**src/design/cocr_consts.svh**
```systemverilog
// constants of the clock output control register bank
`ifndef COCR_CONSTS_SVH
`define COCR_CONSTS_SVH

// bus addresses, full byte including the direction bit
`define COCR_WR_ADDR 8'hd2
`define COCR_RD_ADDR 8'hd3

// byte indexes
`define COCR_IDX_DIFF  8'h00
`define COCR_IDX_CPU   8'h01
`define COCR_IDX_SE    8'h02
`define COCR_IDX_SWING 8'h03
`define COCR_IDX_RSVA  8'h04
`define COCR_IDX_RSVB  8'h05
`define COCR_IDX_TEST  8'h06
`define COCR_IDX_REV   8'h07
`define COCR_IDX_BCNT  8'h08
`define COCR_IDX_DEV   8'h09

// field positions
`define COCR_CPU_REF_BIT  7
`define COCR_CPU_LSB      1
`define COCR_SE_PCI_LSB   1
`define COCR_TEST_TYPE    7
`define COCR_TEST_ENTRY   6

// reset values, and the byte sent once the read count runs out
`define COCR_RST_DIFF  8'hff
`define COCR_RST_CPU   4'hf
`define COCR_RST_REF   1'b1
`define COCR_RST_PCI   5'h1f
`define COCR_RST_48M   1'b1
`define COCR_RST_SWING 8'h55
`define COCR_RST_BCNT  8'h01
`define COCR_RST_RSVA  8'h03
`define COCR_RST_RSVB  8'h07
`define COCR_RST_TLOW  6'h12
`define COCR_IDLE_BYTE 8'hff

`endif

```
**src/design/cocr_pkg.sv**
```systemverilog
// types of the clock output control register bank
package cocr_pkg;
  typedef enum logic [2:0] {
    COCR_ST_IDLE,
    COCR_ST_RECV,
    COCR_ST_ACK,
    COCR_ST_SEND,
    COCR_ST_HACK,
    COCR_ST_HNEXT
  } cocr_st_t;

  typedef enum logic [2:0] {
    COCR_PH_ADDR,
    COCR_PH_INDEX,
    COCR_PH_COUNT,
    COCR_PH_DATA,
    COCR_PH_RCOUNT,
    COCR_PH_RDATA
  } cocr_ph_t;
endpackage

```
**src/design/cocr_sync.sv**
```systemverilog
// two flip-flop synchroniser for one pin
module cocr_sync (
  // clock and reset
  input  wire logic clock_i,
  input  wire logic sys_rst_i,
  // pin and synchronised level
  input  wire logic pin_i,
  output logic      sync_o
);
  logic meta_q;
  logic meta_d;
  logic sync_q;
  logic sync_d;

  always_comb begin
    meta_d = pin_i;
    sync_d = meta_q;
  end

  // released to 1, the idle level of the bus lines
  always_ff @(posedge clock_i) begin
    if (sys_rst_i) begin
      meta_q <= 1'b1;
      sync_q <= 1'b1;
    end else begin
      meta_q <= meta_d;
      sync_q <= sync_d;
    end
  end

  assign sync_o = sync_q;
endmodule

```
**src/design/cocr_top.sv**
```systemverilog
// clock output control register bank with its serial bus slave
`include "cocr_consts.svh"

module cocr_top
  import cocr_pkg::*;
#(
  parameter logic [3:0] REV_CODE = 4'h3,  // arbitrary value
  parameter logic [3:0] VEND_CODE = 4'h5, // arbitrary value
  parameter logic [7:0] DEV_CODE = 8'h5a  // arbitrary value
) (
  // clock and reset
  input  wire logic       clock_i,
  input  wire logic       sys_rst_i,
  // serial bus pins
  input  wire logic       smb_clk_i,
  input  wire logic       smb_dat_i,
  output logic            smb_dat_o,
  output logic            smb_dat_oe_n_o,
  // test strap pin
  input  wire logic       test_strap_pin_i,
  // output controls
  output logic [7:0]      diff_en_o,
  output logic            ref_14mhz_en_o,
  output logic [3:0]      cpu_en_o,
  output logic [4:0]      pci_en_o,
  output logic            clk_48mhz_en_o,
  output logic [7:0]      swing_sel_o,
  output logic            test_active_o,
  output logic            test_refdiv_o,
  output logic            test_hiz_o
);

  ////////////////////////////////////////////////////////////////////////////
  logic scl_s;
  logic sda_s;
  logic strap_s;
  logic scl_p_q;
  logic sda_p_q;

  cocr_sync u_sync_scl (.clock_i(clock_i), .sys_rst_i(sys_rst_i), .pin_i(smb_clk_i), .sync_o(scl_s));
  cocr_sync u_sync_sda (.clock_i(clock_i), .sys_rst_i(sys_rst_i), .pin_i(smb_dat_i), .sync_o(sda_s));
  // strap chain runs through reset so the pin level, not the reset value, is caught at release
  cocr_sync u_sync_strap (.clock_i(clock_i), .sys_rst_i(1'b0), .pin_i(test_strap_pin_i), .sync_o(strap_s));

  logic scl_rise;
  logic scl_fall;
  logic bus_start;
  logic bus_stop;

  assign scl_rise  = scl_s & ~scl_p_q;
  assign scl_fall  = ~scl_s & scl_p_q;
  assign bus_start = scl_s & scl_p_q & sda_p_q & ~sda_s;
  assign bus_stop  = scl_s & scl_p_q & ~sda_p_q & sda_s;

  ////////////////////////////////////////////////////////////////////////////
  cocr_st_t   st_q,   st_d;
  cocr_ph_t   ph_q,   ph_d;
  logic [3:0] bit_q,  bit_d;
  logic [7:0] sh_q,   sh_d;
  logic [7:0] ptr_q,  ptr_d;
  logic [7:0] wcnt_q, wcnt_d;
  logic [7:0] rcnt_q, rcnt_d;
  logic       drv_q,  drv_d;
  logic       wr_en;
  logic       load;
  logic [7:0] nb;

  logic [7:0] diff_q,  diff_d;
  logic       ref_q,   ref_d;
  logic [3:0] cpu_q,   cpu_d;
  logic [4:0] pci_q,   pci_d;
  logic       en48_q,  en48_d;
  logic [7:0] swing_q, swing_d;
  logic       entry_q, entry_d;
  logic       type_q,  type_d;
  logic [7:0] bcnt_q,  bcnt_d;
  logic       tact_q,  tact_d;
  logic       strap_q, strap_d;
  logic       sdone_q, sdone_d;

  // read view; reserved and identity fields are constants, so writes never reach them
  function automatic logic [7:0] rd_byte(input logic [7:0] idx);
    logic [7:0] r;
    r = 8'h00;
    unique case (idx)
      `COCR_IDX_DIFF:  r = diff_q;
      `COCR_IDX_CPU:   r = {ref_q, 2'b00, cpu_q, 1'b0};
      `COCR_IDX_SE:    r = {2'b00, pci_q, en48_q};
      `COCR_IDX_SWING: r = swing_q;
      `COCR_IDX_RSVA:  r = `COCR_RST_RSVA;
      `COCR_IDX_RSVB:  r = `COCR_RST_RSVB;
      `COCR_IDX_TEST:  r = {type_q, entry_q, `COCR_RST_TLOW};
      `COCR_IDX_REV:   r = {REV_CODE, VEND_CODE};
      `COCR_IDX_BCNT:  r = bcnt_q;
      `COCR_IDX_DEV:   r = DEV_CODE;
      default:         r = 8'h00;
    endcase
    return r;
  endfunction

  ////////////////////////////////////////////////////////////////////////////
  // link engine
  always_comb begin
    st_d   = st_q;
    ph_d   = ph_q;
    bit_d  = bit_q;
    sh_d   = sh_q;
    ptr_d  = ptr_q;
    wcnt_d = wcnt_q;
    rcnt_d = rcnt_q;
    drv_d  = drv_q;
    wr_en  = 1'b0;
    // count byte first, then data until the count runs out
    if (ph_q == COCR_PH_RCOUNT) begin
      nb = bcnt_q;
    end else if (rcnt_q != 8'h00) begin
      nb = rd_byte(ptr_q);
    end else begin
      nb = `COCR_IDLE_BYTE;
    end
    load = scl_fall & (((st_q == COCR_ST_ACK) & (ph_q == COCR_PH_RCOUNT)) | (st_q == COCR_ST_HNEXT));
    if (bus_start) begin
      st_d  = COCR_ST_RECV;
      ph_d  = COCR_PH_ADDR;
      bit_d = 4'h0;
      drv_d = 1'b0;
    end else if (bus_stop) begin
      st_d  = COCR_ST_IDLE;
      drv_d = 1'b0;
    end else if (load) begin
      st_d  = COCR_ST_SEND;
      drv_d = ~nb[7];
      sh_d  = {nb[6:0], 1'b0};
      bit_d = 4'h1;
      if (ph_q == COCR_PH_RCOUNT) begin
        ph_d   = COCR_PH_RDATA;
        rcnt_d = bcnt_q;
      end else if (rcnt_q != 8'h00) begin
        ptr_d  = ptr_q + 8'h01;
        rcnt_d = rcnt_q - 8'h01;
      end
    end else begin
      unique case (st_q)
        COCR_ST_IDLE: begin
        end
        COCR_ST_RECV: begin
          if (scl_rise) begin
            sh_d  = {sh_q[6:0], sda_s};
            bit_d = bit_q + 4'h1;
          end else if (scl_fall && bit_q == 4'h8) begin
            st_d  = COCR_ST_ACK;
            drv_d = 1'b1;
            bit_d = 4'h0;
            unique case (ph_q)
              COCR_PH_ADDR: begin
                if (sh_q == `COCR_WR_ADDR) begin
                  ph_d = COCR_PH_INDEX;
                end else if (sh_q == `COCR_RD_ADDR) begin
                  ph_d = COCR_PH_RCOUNT;
                end else begin
                  st_d  = COCR_ST_IDLE;
                  drv_d = 1'b0;
                end
              end
              COCR_PH_INDEX: begin
                ptr_d = sh_q;
                ph_d  = COCR_PH_COUNT;
              end
              COCR_PH_COUNT: begin
                wcnt_d = sh_q;
                ph_d   = COCR_PH_DATA;
              end
              COCR_PH_DATA: begin
                if (wcnt_q != 8'h00) begin
                  wr_en  = 1'b1;
                  ptr_d  = ptr_q + 8'h01;
                  wcnt_d = wcnt_q - 8'h01;
                end else begin
                  // bytes beyond the announced count are refused
                  st_d  = COCR_ST_IDLE;
                  drv_d = 1'b0;
                end
              end
              default: begin
                st_d  = COCR_ST_IDLE;
                drv_d = 1'b0;
              end
            endcase
          end
        end
        COCR_ST_ACK: begin
          if (scl_fall) begin
            st_d  = COCR_ST_RECV;
            drv_d = 1'b0;
          end
        end
        COCR_ST_SEND: begin
          if (scl_fall) begin
            if (bit_q == 4'h8) begin
              st_d  = COCR_ST_HACK;
              drv_d = 1'b0;
            end else begin
              drv_d = ~sh_q[7];
              sh_d  = {sh_q[6:0], 1'b0};
              bit_d = bit_q + 4'h1;
            end
          end
        end
        COCR_ST_HACK: begin
          if (scl_rise) begin
            st_d = sda_s ? COCR_ST_IDLE : COCR_ST_HNEXT;
          end
        end
        COCR_ST_HNEXT: begin
        end
      endcase
    end
  end

  always_ff @(posedge clock_i) begin
    if (sys_rst_i) begin
      st_q    <= COCR_ST_IDLE;
      ph_q    <= COCR_PH_ADDR;
      bit_q   <= 4'h0;
      sh_q    <= 8'h00;
      ptr_q   <= 8'h00;
      wcnt_q  <= 8'h00;
      rcnt_q  <= 8'h00;
      drv_q   <= 1'b0;
      scl_p_q <= 1'b1;
      sda_p_q <= 1'b1;
    end else begin
      st_q    <= st_d;
      ph_q    <= ph_d;
      bit_q   <= bit_d;
      sh_q    <= sh_d;
      ptr_q   <= ptr_d;
      wcnt_q  <= wcnt_d;
      rcnt_q  <= rcnt_d;
      drv_q   <= drv_d;
      scl_p_q <= scl_s;
      sda_p_q <= sda_s;
    end
  end

  ////////////////////////////////////////////////////////////////////////////
  // register bank and test mode
  always_comb begin
    diff_d  = diff_q;
    ref_d   = ref_q;
    cpu_d   = cpu_q;
    pci_d   = pci_q;
    en48_d  = en48_q;
    swing_d = swing_q;
    entry_d = entry_q;
    type_d  = type_q;
    bcnt_d  = bcnt_q;
    strap_d = strap_q;
    sdone_d = 1'b1;
    // strap caught once, on the first cycle after reset release
    if (!sdone_q) begin
      strap_d = strap_s;
    end
    // only a full reset clears an entered test mode
    tact_d = tact_q | (entry_q & sdone_q & ~strap_q);
    if (wr_en) begin
      unique case (ptr_q)
        `COCR_IDX_DIFF:  diff_d = sh_q;
        `COCR_IDX_CPU: begin
          ref_d = sh_q[`COCR_CPU_REF_BIT];
          cpu_d = sh_q[`COCR_CPU_LSB +: 4];
        end
        `COCR_IDX_SE: begin
          pci_d  = sh_q[`COCR_SE_PCI_LSB +: 5];
          en48_d = sh_q[0];
        end
        `COCR_IDX_SWING: swing_d = sh_q;
        `COCR_IDX_TEST: begin
          entry_d = sh_q[`COCR_TEST_ENTRY];
          type_d  = sh_q[`COCR_TEST_TYPE];
        end
        `COCR_IDX_BCNT:  bcnt_d = sh_q;
        default: begin
        end
      endcase
    end
  end

  always_ff @(posedge clock_i) begin
    if (sys_rst_i) begin
      diff_q  <= `COCR_RST_DIFF;
      ref_q   <= `COCR_RST_REF;
      cpu_q   <= `COCR_RST_CPU;
      pci_q   <= `COCR_RST_PCI;
      en48_q  <= `COCR_RST_48M;
      swing_q <= `COCR_RST_SWING;
      entry_q <= 1'b0;
      type_q  <= 1'b0;
      bcnt_q  <= `COCR_RST_BCNT;
      tact_q  <= 1'b0;
      strap_q <= 1'b0;
      sdone_q <= 1'b0;
    end else begin
      diff_q  <= diff_d;
      ref_q   <= ref_d;
      cpu_q   <= cpu_d;
      pci_q   <= pci_d;
      en48_q  <= en48_d;
      swing_q <= swing_d;
      entry_q <= entry_d;
      type_q  <= type_d;
      bcnt_q  <= bcnt_d;
      tact_q  <= tact_d;
      strap_q <= strap_d;
      sdone_q <= sdone_d;
    end
  end

  ////////////////////////////////////////////////////////////////////////////
  assign smb_dat_o      = 1'b0;
  assign smb_dat_oe_n_o = ~drv_q;
  assign diff_en_o      = diff_q;
  assign ref_14mhz_en_o = ref_q;
  assign cpu_en_o       = cpu_q;
  assign pci_en_o       = pci_q;
  assign clk_48mhz_en_o = en48_q;
  assign swing_sel_o    = swing_q;
  assign test_active_o  = tact_q | (sdone_q & strap_q);
  assign test_refdiv_o  = test_active_o & type_q;
  assign test_hiz_o     = test_active_o & ~type_q;
endmodule

```
**config.mk**
```make
export PLATFORM = sky130hd
export DESIGN_NAME = cocr_top
export DESIGN_NICKNAME = d
export VERILOG_FILES = /design/src/design/cocr_pkg.sv /design/src/design/cocr_sync.sv /design/src/design/cocr_top.sv
export VERILOG_INCLUDE_DIRS = /design/src /design/src/design
export SDC_FILE = /design/constraint.sdc
export NUM_CORES = 1
export LEC_CHECK = 0
export BUFFER_PORTS_ARGS = -buffer_cell sky130_fd_sc_hd__buf_2
export CAP_MARGIN = 20
export CORE_MARGIN = 1.5
export CORE_UTILIZATION = 45
export CTS_CLUSTER_DIAMETER = 80
export CTS_CLUSTER_SIZE = 40
export DETAILED_ROUTE_END_ITERATION = 10
export PLACE_DENSITY = 0.66
export SYNTH_ARGS = -nofsm -noshare
export SYNTH_HDL_FRONTEND = slang
export SYNTH_HIERARCHICAL = 1
export SYNTH_SLANG_ARGS = --single-unit
```
**constraint.sdc**
```tcl
create_clock -name clock_i -period 2.7 [get_ports clock_i]
set_input_delay 0.27 -clock clock_i [delete_from_list [all_inputs] [get_ports clock_i]]
set_output_delay 0.27 -clock clock_i [all_outputs]
set_load 0.05 [all_outputs]
```
Word level (Yosys, flattened, before mapping). Cells that the tools add are included.

Add/subtract/negate cells: 4. Equality and inequality tests: 49. Multiplexer cells: 68. Bitwise logic cells: 30. Reduce and logical (&&, ||, !) cells: 36.

Operators with widths (count): $mux W8 (16); $pmux W8 S10 (1); $pmux W8 S2 (3); $mux W3 (14); $eq A8 B3 Y1 const B (4); $ne A5 B5 Y1 const B (6); $reduce_and A7 Y1 (4); $ne A3 B3 Y1 const B (9); $mux W4 (5); $mux W1 (19); $eq A8 B2 Y1 const B (2); $eq A8 B4 Y1 const B (2); $eq A8 B8 Y1 const B (2); $ne A2 B2 Y1 const B (8); $reduce_bool A8 Y1 (2); $sub A8 B1 Y8 const B (2); $and A1 B1 Y1 (14); $not A1 Y1 (13); $eq A3 B2 Y1 const B (4); $pmux W3 S4 (1); $reduce_and A2 Y1 (6); $reduce_bool A4 Y1 (3); $reduce_and A5 Y1 (2); $eq A3 B3 Y1 const B (3); other kinds (27) (42).

Bits in registers: 91. Input port bits: 5. Output and inout bits: 32. Word-level logic and storage cells: 217.

Depth between registers and ports, before layout.
Depth in word-level cells: 10. Mapped depth: 10. Gate-level depth less buffers: 8.

Hierarchy. The synthesis kept the hierarchy.

By module, submodules not included: cocr_top (instances 1, cells an instance 598, area an instance 4705.8 um^2); cocr_sync (instances 3, cells an instance 4, area an instance 52.6 um^2).

Worst setup path after synthesis. Ideal clock, no wire load.

Path kind: flip-flop to flip-flop. From: reg bit_q[0]. To: reg wcnt_q[2]. Arrival: 2188 ps. Required time: 2584 ps. Setup slack: 396 ps. Cell stages (with the launch flop): 11. Cell sequence: dfxtp_1 -> inv_1 -> ha_1 -> and3b_1 -> clkbuf_1 -> nand3_1 -> a211oi_1 -> and3_1 -> clkbuf_1 -> o21ai_0 -> a31o_2.

Cells in the longest elaborated chain, start to end: 3.

Ends and longest elaborated chain: start, declared (RTL line cocr_top.sv:58) `logic [3:0] bit_q, bit_d;`; start signal, assigned (RTL line cocr_top.sv:235) `bit_q <= bit_d;`; $eq A4 B4 Y1 (RTL line cocr_top.sv:150) `end else if (scl_fall && bit_q == 4'h8) begin`; $logic_and A1 B1 Y1 (RTL line cocr_top.sv:150); $reduce_and A8 Y1 (no source line); end signal, assigned (RTL line cocr_top.sv:238) `wcnt_q <= wcnt_d;`; end, declared (RTL line cocr_top.sv:61) `logic [7:0] wcnt_q, wcnt_d;`.

No other way between the ends. A chain may end at the register's enable or synchronous reset.

Worst setup path in the final report.
From: reg wcnt_q[2]. To: reg ptr_q[5].

Cells in the longest elaborated chain, start to end: 3.

Ends and longest elaborated chain: $reduce_bool A8 Y1 (RTL line cocr_top.sv:174) `if (wcnt_q != 8'h00) begin`; $ne A3 B3 Y1 (no source line); $reduce_and A9 Y1 (no source line); end signal, assigned (RTL line cocr_top.sv:237) `ptr_q <= ptr_d;`; end, declared (RTL line cocr_top.sv:60) `logic [7:0] ptr_q, ptr_d;`.

No other way between the ends.

==> results.toml <==
[routing]
first_pass_iters = 7
wire_per_inst_um = 17.38
finalWirelength_um = 13820
ant_nets = 0
drcViolationCount = 0
route.vias.total = 4794
drt-initial-drc-count = 367
viasPerCell = 6.030

[power_and_ir_drop]
ir_drop_v = 0.0003874
p_leak_uw = 0.002276
powerDensity_nw_per_um2 = 459.5
total_power_uw = 2558

[global_route]
grt_max_degree = 43
grt_use_total_pct = 25.23
grt-ovfl-total = 0
first_global_vias = 4409
antenna_found_initial = 0
grt_pass1_wl_um = 22400

[worst_setup_path]
end_kind = "flop"
crit_slowest_cell = "or4_1"
cp.required_ps = 3000
critical_path.max_fanout = 10
cp.buffers_inverters = 0
cp_data_arrival_time_ps = 2720
cp_top_family = "simple AND/OR/NAND/NOR gates"
start_kind = "flop"
crit_chain = "or4_1 > nor4b_2 > a211oi_2 > a2bb2oi_2 > o21ai_0 > a21oi_1"
critPathMaxStageDelay_ps = 580
crit_type = "flop to flop"

[sta]
layout_setup_ws_ps = 278.8
fin_crit_sh_pct = 89.67
period_minus_slack_ps = 2421
tns_ps = 0
tightest_slew_ps = 881.4
fin_hold_ws_ps = 64.86
final-setup-viol-count = 0
slew_viol_final = 0
rsz0062_at_grt = "no"
skew_ps = 11.31
hold_viol_final = 0
fmax_ghz = 0.4130
maxSlewHeadroom_pct = 41.02

[floorplanning]
start_util_pct = 46.69
die_w_um = 107.0
dieArea_um2 = 11440
rows = 37
die_y_um = 107.0
core_um2 = 10420
ioPinCount = 37

[synth]
ys_ff_latch = 91
synth_area_um2 = 4863
synth.top_cell.area_share_pct = 37.46
yosysTopAreaCell = "dfxtp_1"
synth_commonest_cells = "dfxtp_1 (91), nor2_1 (76), nand2_1 (56)"
synth_area_leaders = "dfxtp_1 (37%), mux2i_1 (7.8%), nor2_1 (5.9%), a21oi_1 (4.7%), nand2_1 (4.3%)"
seq_area_frac_synth_pct = 37.46
async_flop_share_pct = 0
synth_edf_count = 0
synth_warnings = 6
syn_area_per_cell_um2 = 7.973
netlist_instances = 610
yosysMostFrequentCell = "dfxtp_1"
ys_types = 69
synth_ff_type = "dfxtp_1"

[clocking]
path_clk_slew_ps = 90
clock-sinks = 91
numCtsBuffers = 9
hold_buffers = 0
ctsResizeCount = 0
htree_levels = 3
root_buffer = "clkbuf_8"
clock_latency_ps = 380
cts_tree = "done"
cts_max_path_buffers = 2
post-cts-setup-buffer-count = 0

[layout]
final_nets = 669
drive_above_1_share_pct = 15.63
antennaDiodeCount = 0
areaGrowthSynthToFinish_pct = 14.46
finish.utilization_pct = 53.44

[outcome]
status = "complete, no violations"

[placement]
place.gp.congestion = 0.9723
io_buffer_count = 35
hpwl_um = 9820
pre_cts_slack_ps = 222.2

[run]
maxCapViolCount = 0

[hold_path]
min_path_type = "input pin to flop"
==> layout make-up <==
type,instances,area (um2)
clock buffer,12,155.1
multi-input combinational,462,2823
clock inverter,4,72.57
fill,1007,4850
timing repair buffer,73,460.4
inverter,17,63.81
tap,136,170.2
sequential,91,1822
==> cell families after synthesis <==
kind of cell | Yosys count | synth area share (%)
buffers and inverters | 59 | 4.759
muxes | 39 | 8.052
other | 1 | 0.07711
xor gates and xnor gates | 1 | 0.1801
AOI/OAI and AO/OA | 167 | 22.87
DFF | 91 | 37.46
adders and majority gates | 10 | 2.573
and+or+nand+nor | 242 | 24.03
==> state kept, by name, summed over array words and instances (netlist names), 5 cells and up <==
register and cells:
rcnt_q 8, swing_sel_o 8, pci_en_o 5, ptr_q 8, wcnt_q 8, bcnt_q 8
sh_q 8, diff_en_o 8
==> per-layer routing <==
layer | part of all wire [%] | wire length, um | track usage, %
met1 | 46 | 6390 | 33.83
met2 | 45 | 6227 | 39.33
met3 | 6.2 | 852 | 4.438
met4 | 2.5 | 346 | 12.00
met5 | 0 | 0 | 0
==> path summary, 6_finish.rpt <==
check                                                   from                              to  slack, ps  cells past startpoint
worst max register to register        wcnt_q[2]$_SDFFE_PP0P_           ptr_q[5]$_SDFFE_PP0P_        280                      6
worst min register to register  u_sync_sda/meta_q$_SDFF_PP1_    u_sync_sda/sync_o$_SDFF_PP1_        410                      1
worst max-delay path                  wcnt_q[2]$_SDFFE_PP0P_           ptr_q[5]$_SDFFE_PP0P_        280                      6
worst min-delay path                        test_strap_pin_i  u_sync_strap/meta_q$_SDFF_PP1_         60                      2
==> through the flow <==
stage                     cells  instance area (um2)
after floorplan             612                 4871
after global placement      778                 5326
after detailed placement    778                 5326
after CTS                   794                 5554
after global routing        795                 5567
final                       795                 5567
==> cell usage in the layout (no fill, tap or decap), drive strengths merged, types with 5 or more instances in the layout <==
master / count
nor4: 5
nor3b: 6
nor2: 77
o22ai: 5
o211ai: 5
or2: 9
o21ai: 38
mux2i: 38
dfxtp: 91
a21oi: 46
buf: 72
clkbuf: 13
inv: 17
nand3: 23
nor3: 19
nand2: 56
a211oi: 9
nor2b: 10
and3: 8
nand4: 5
ha: 10
nand2b: 6
a31oi: 9
a22oi: 6
==> power by group <==
part / internal, uW / switching (uW)
Sequential: 1350 / 13.4
Combinational: 40.6 / 89.9
Clock: 571 / 489
No activity file was read; power rests on OpenSTA's default activity.
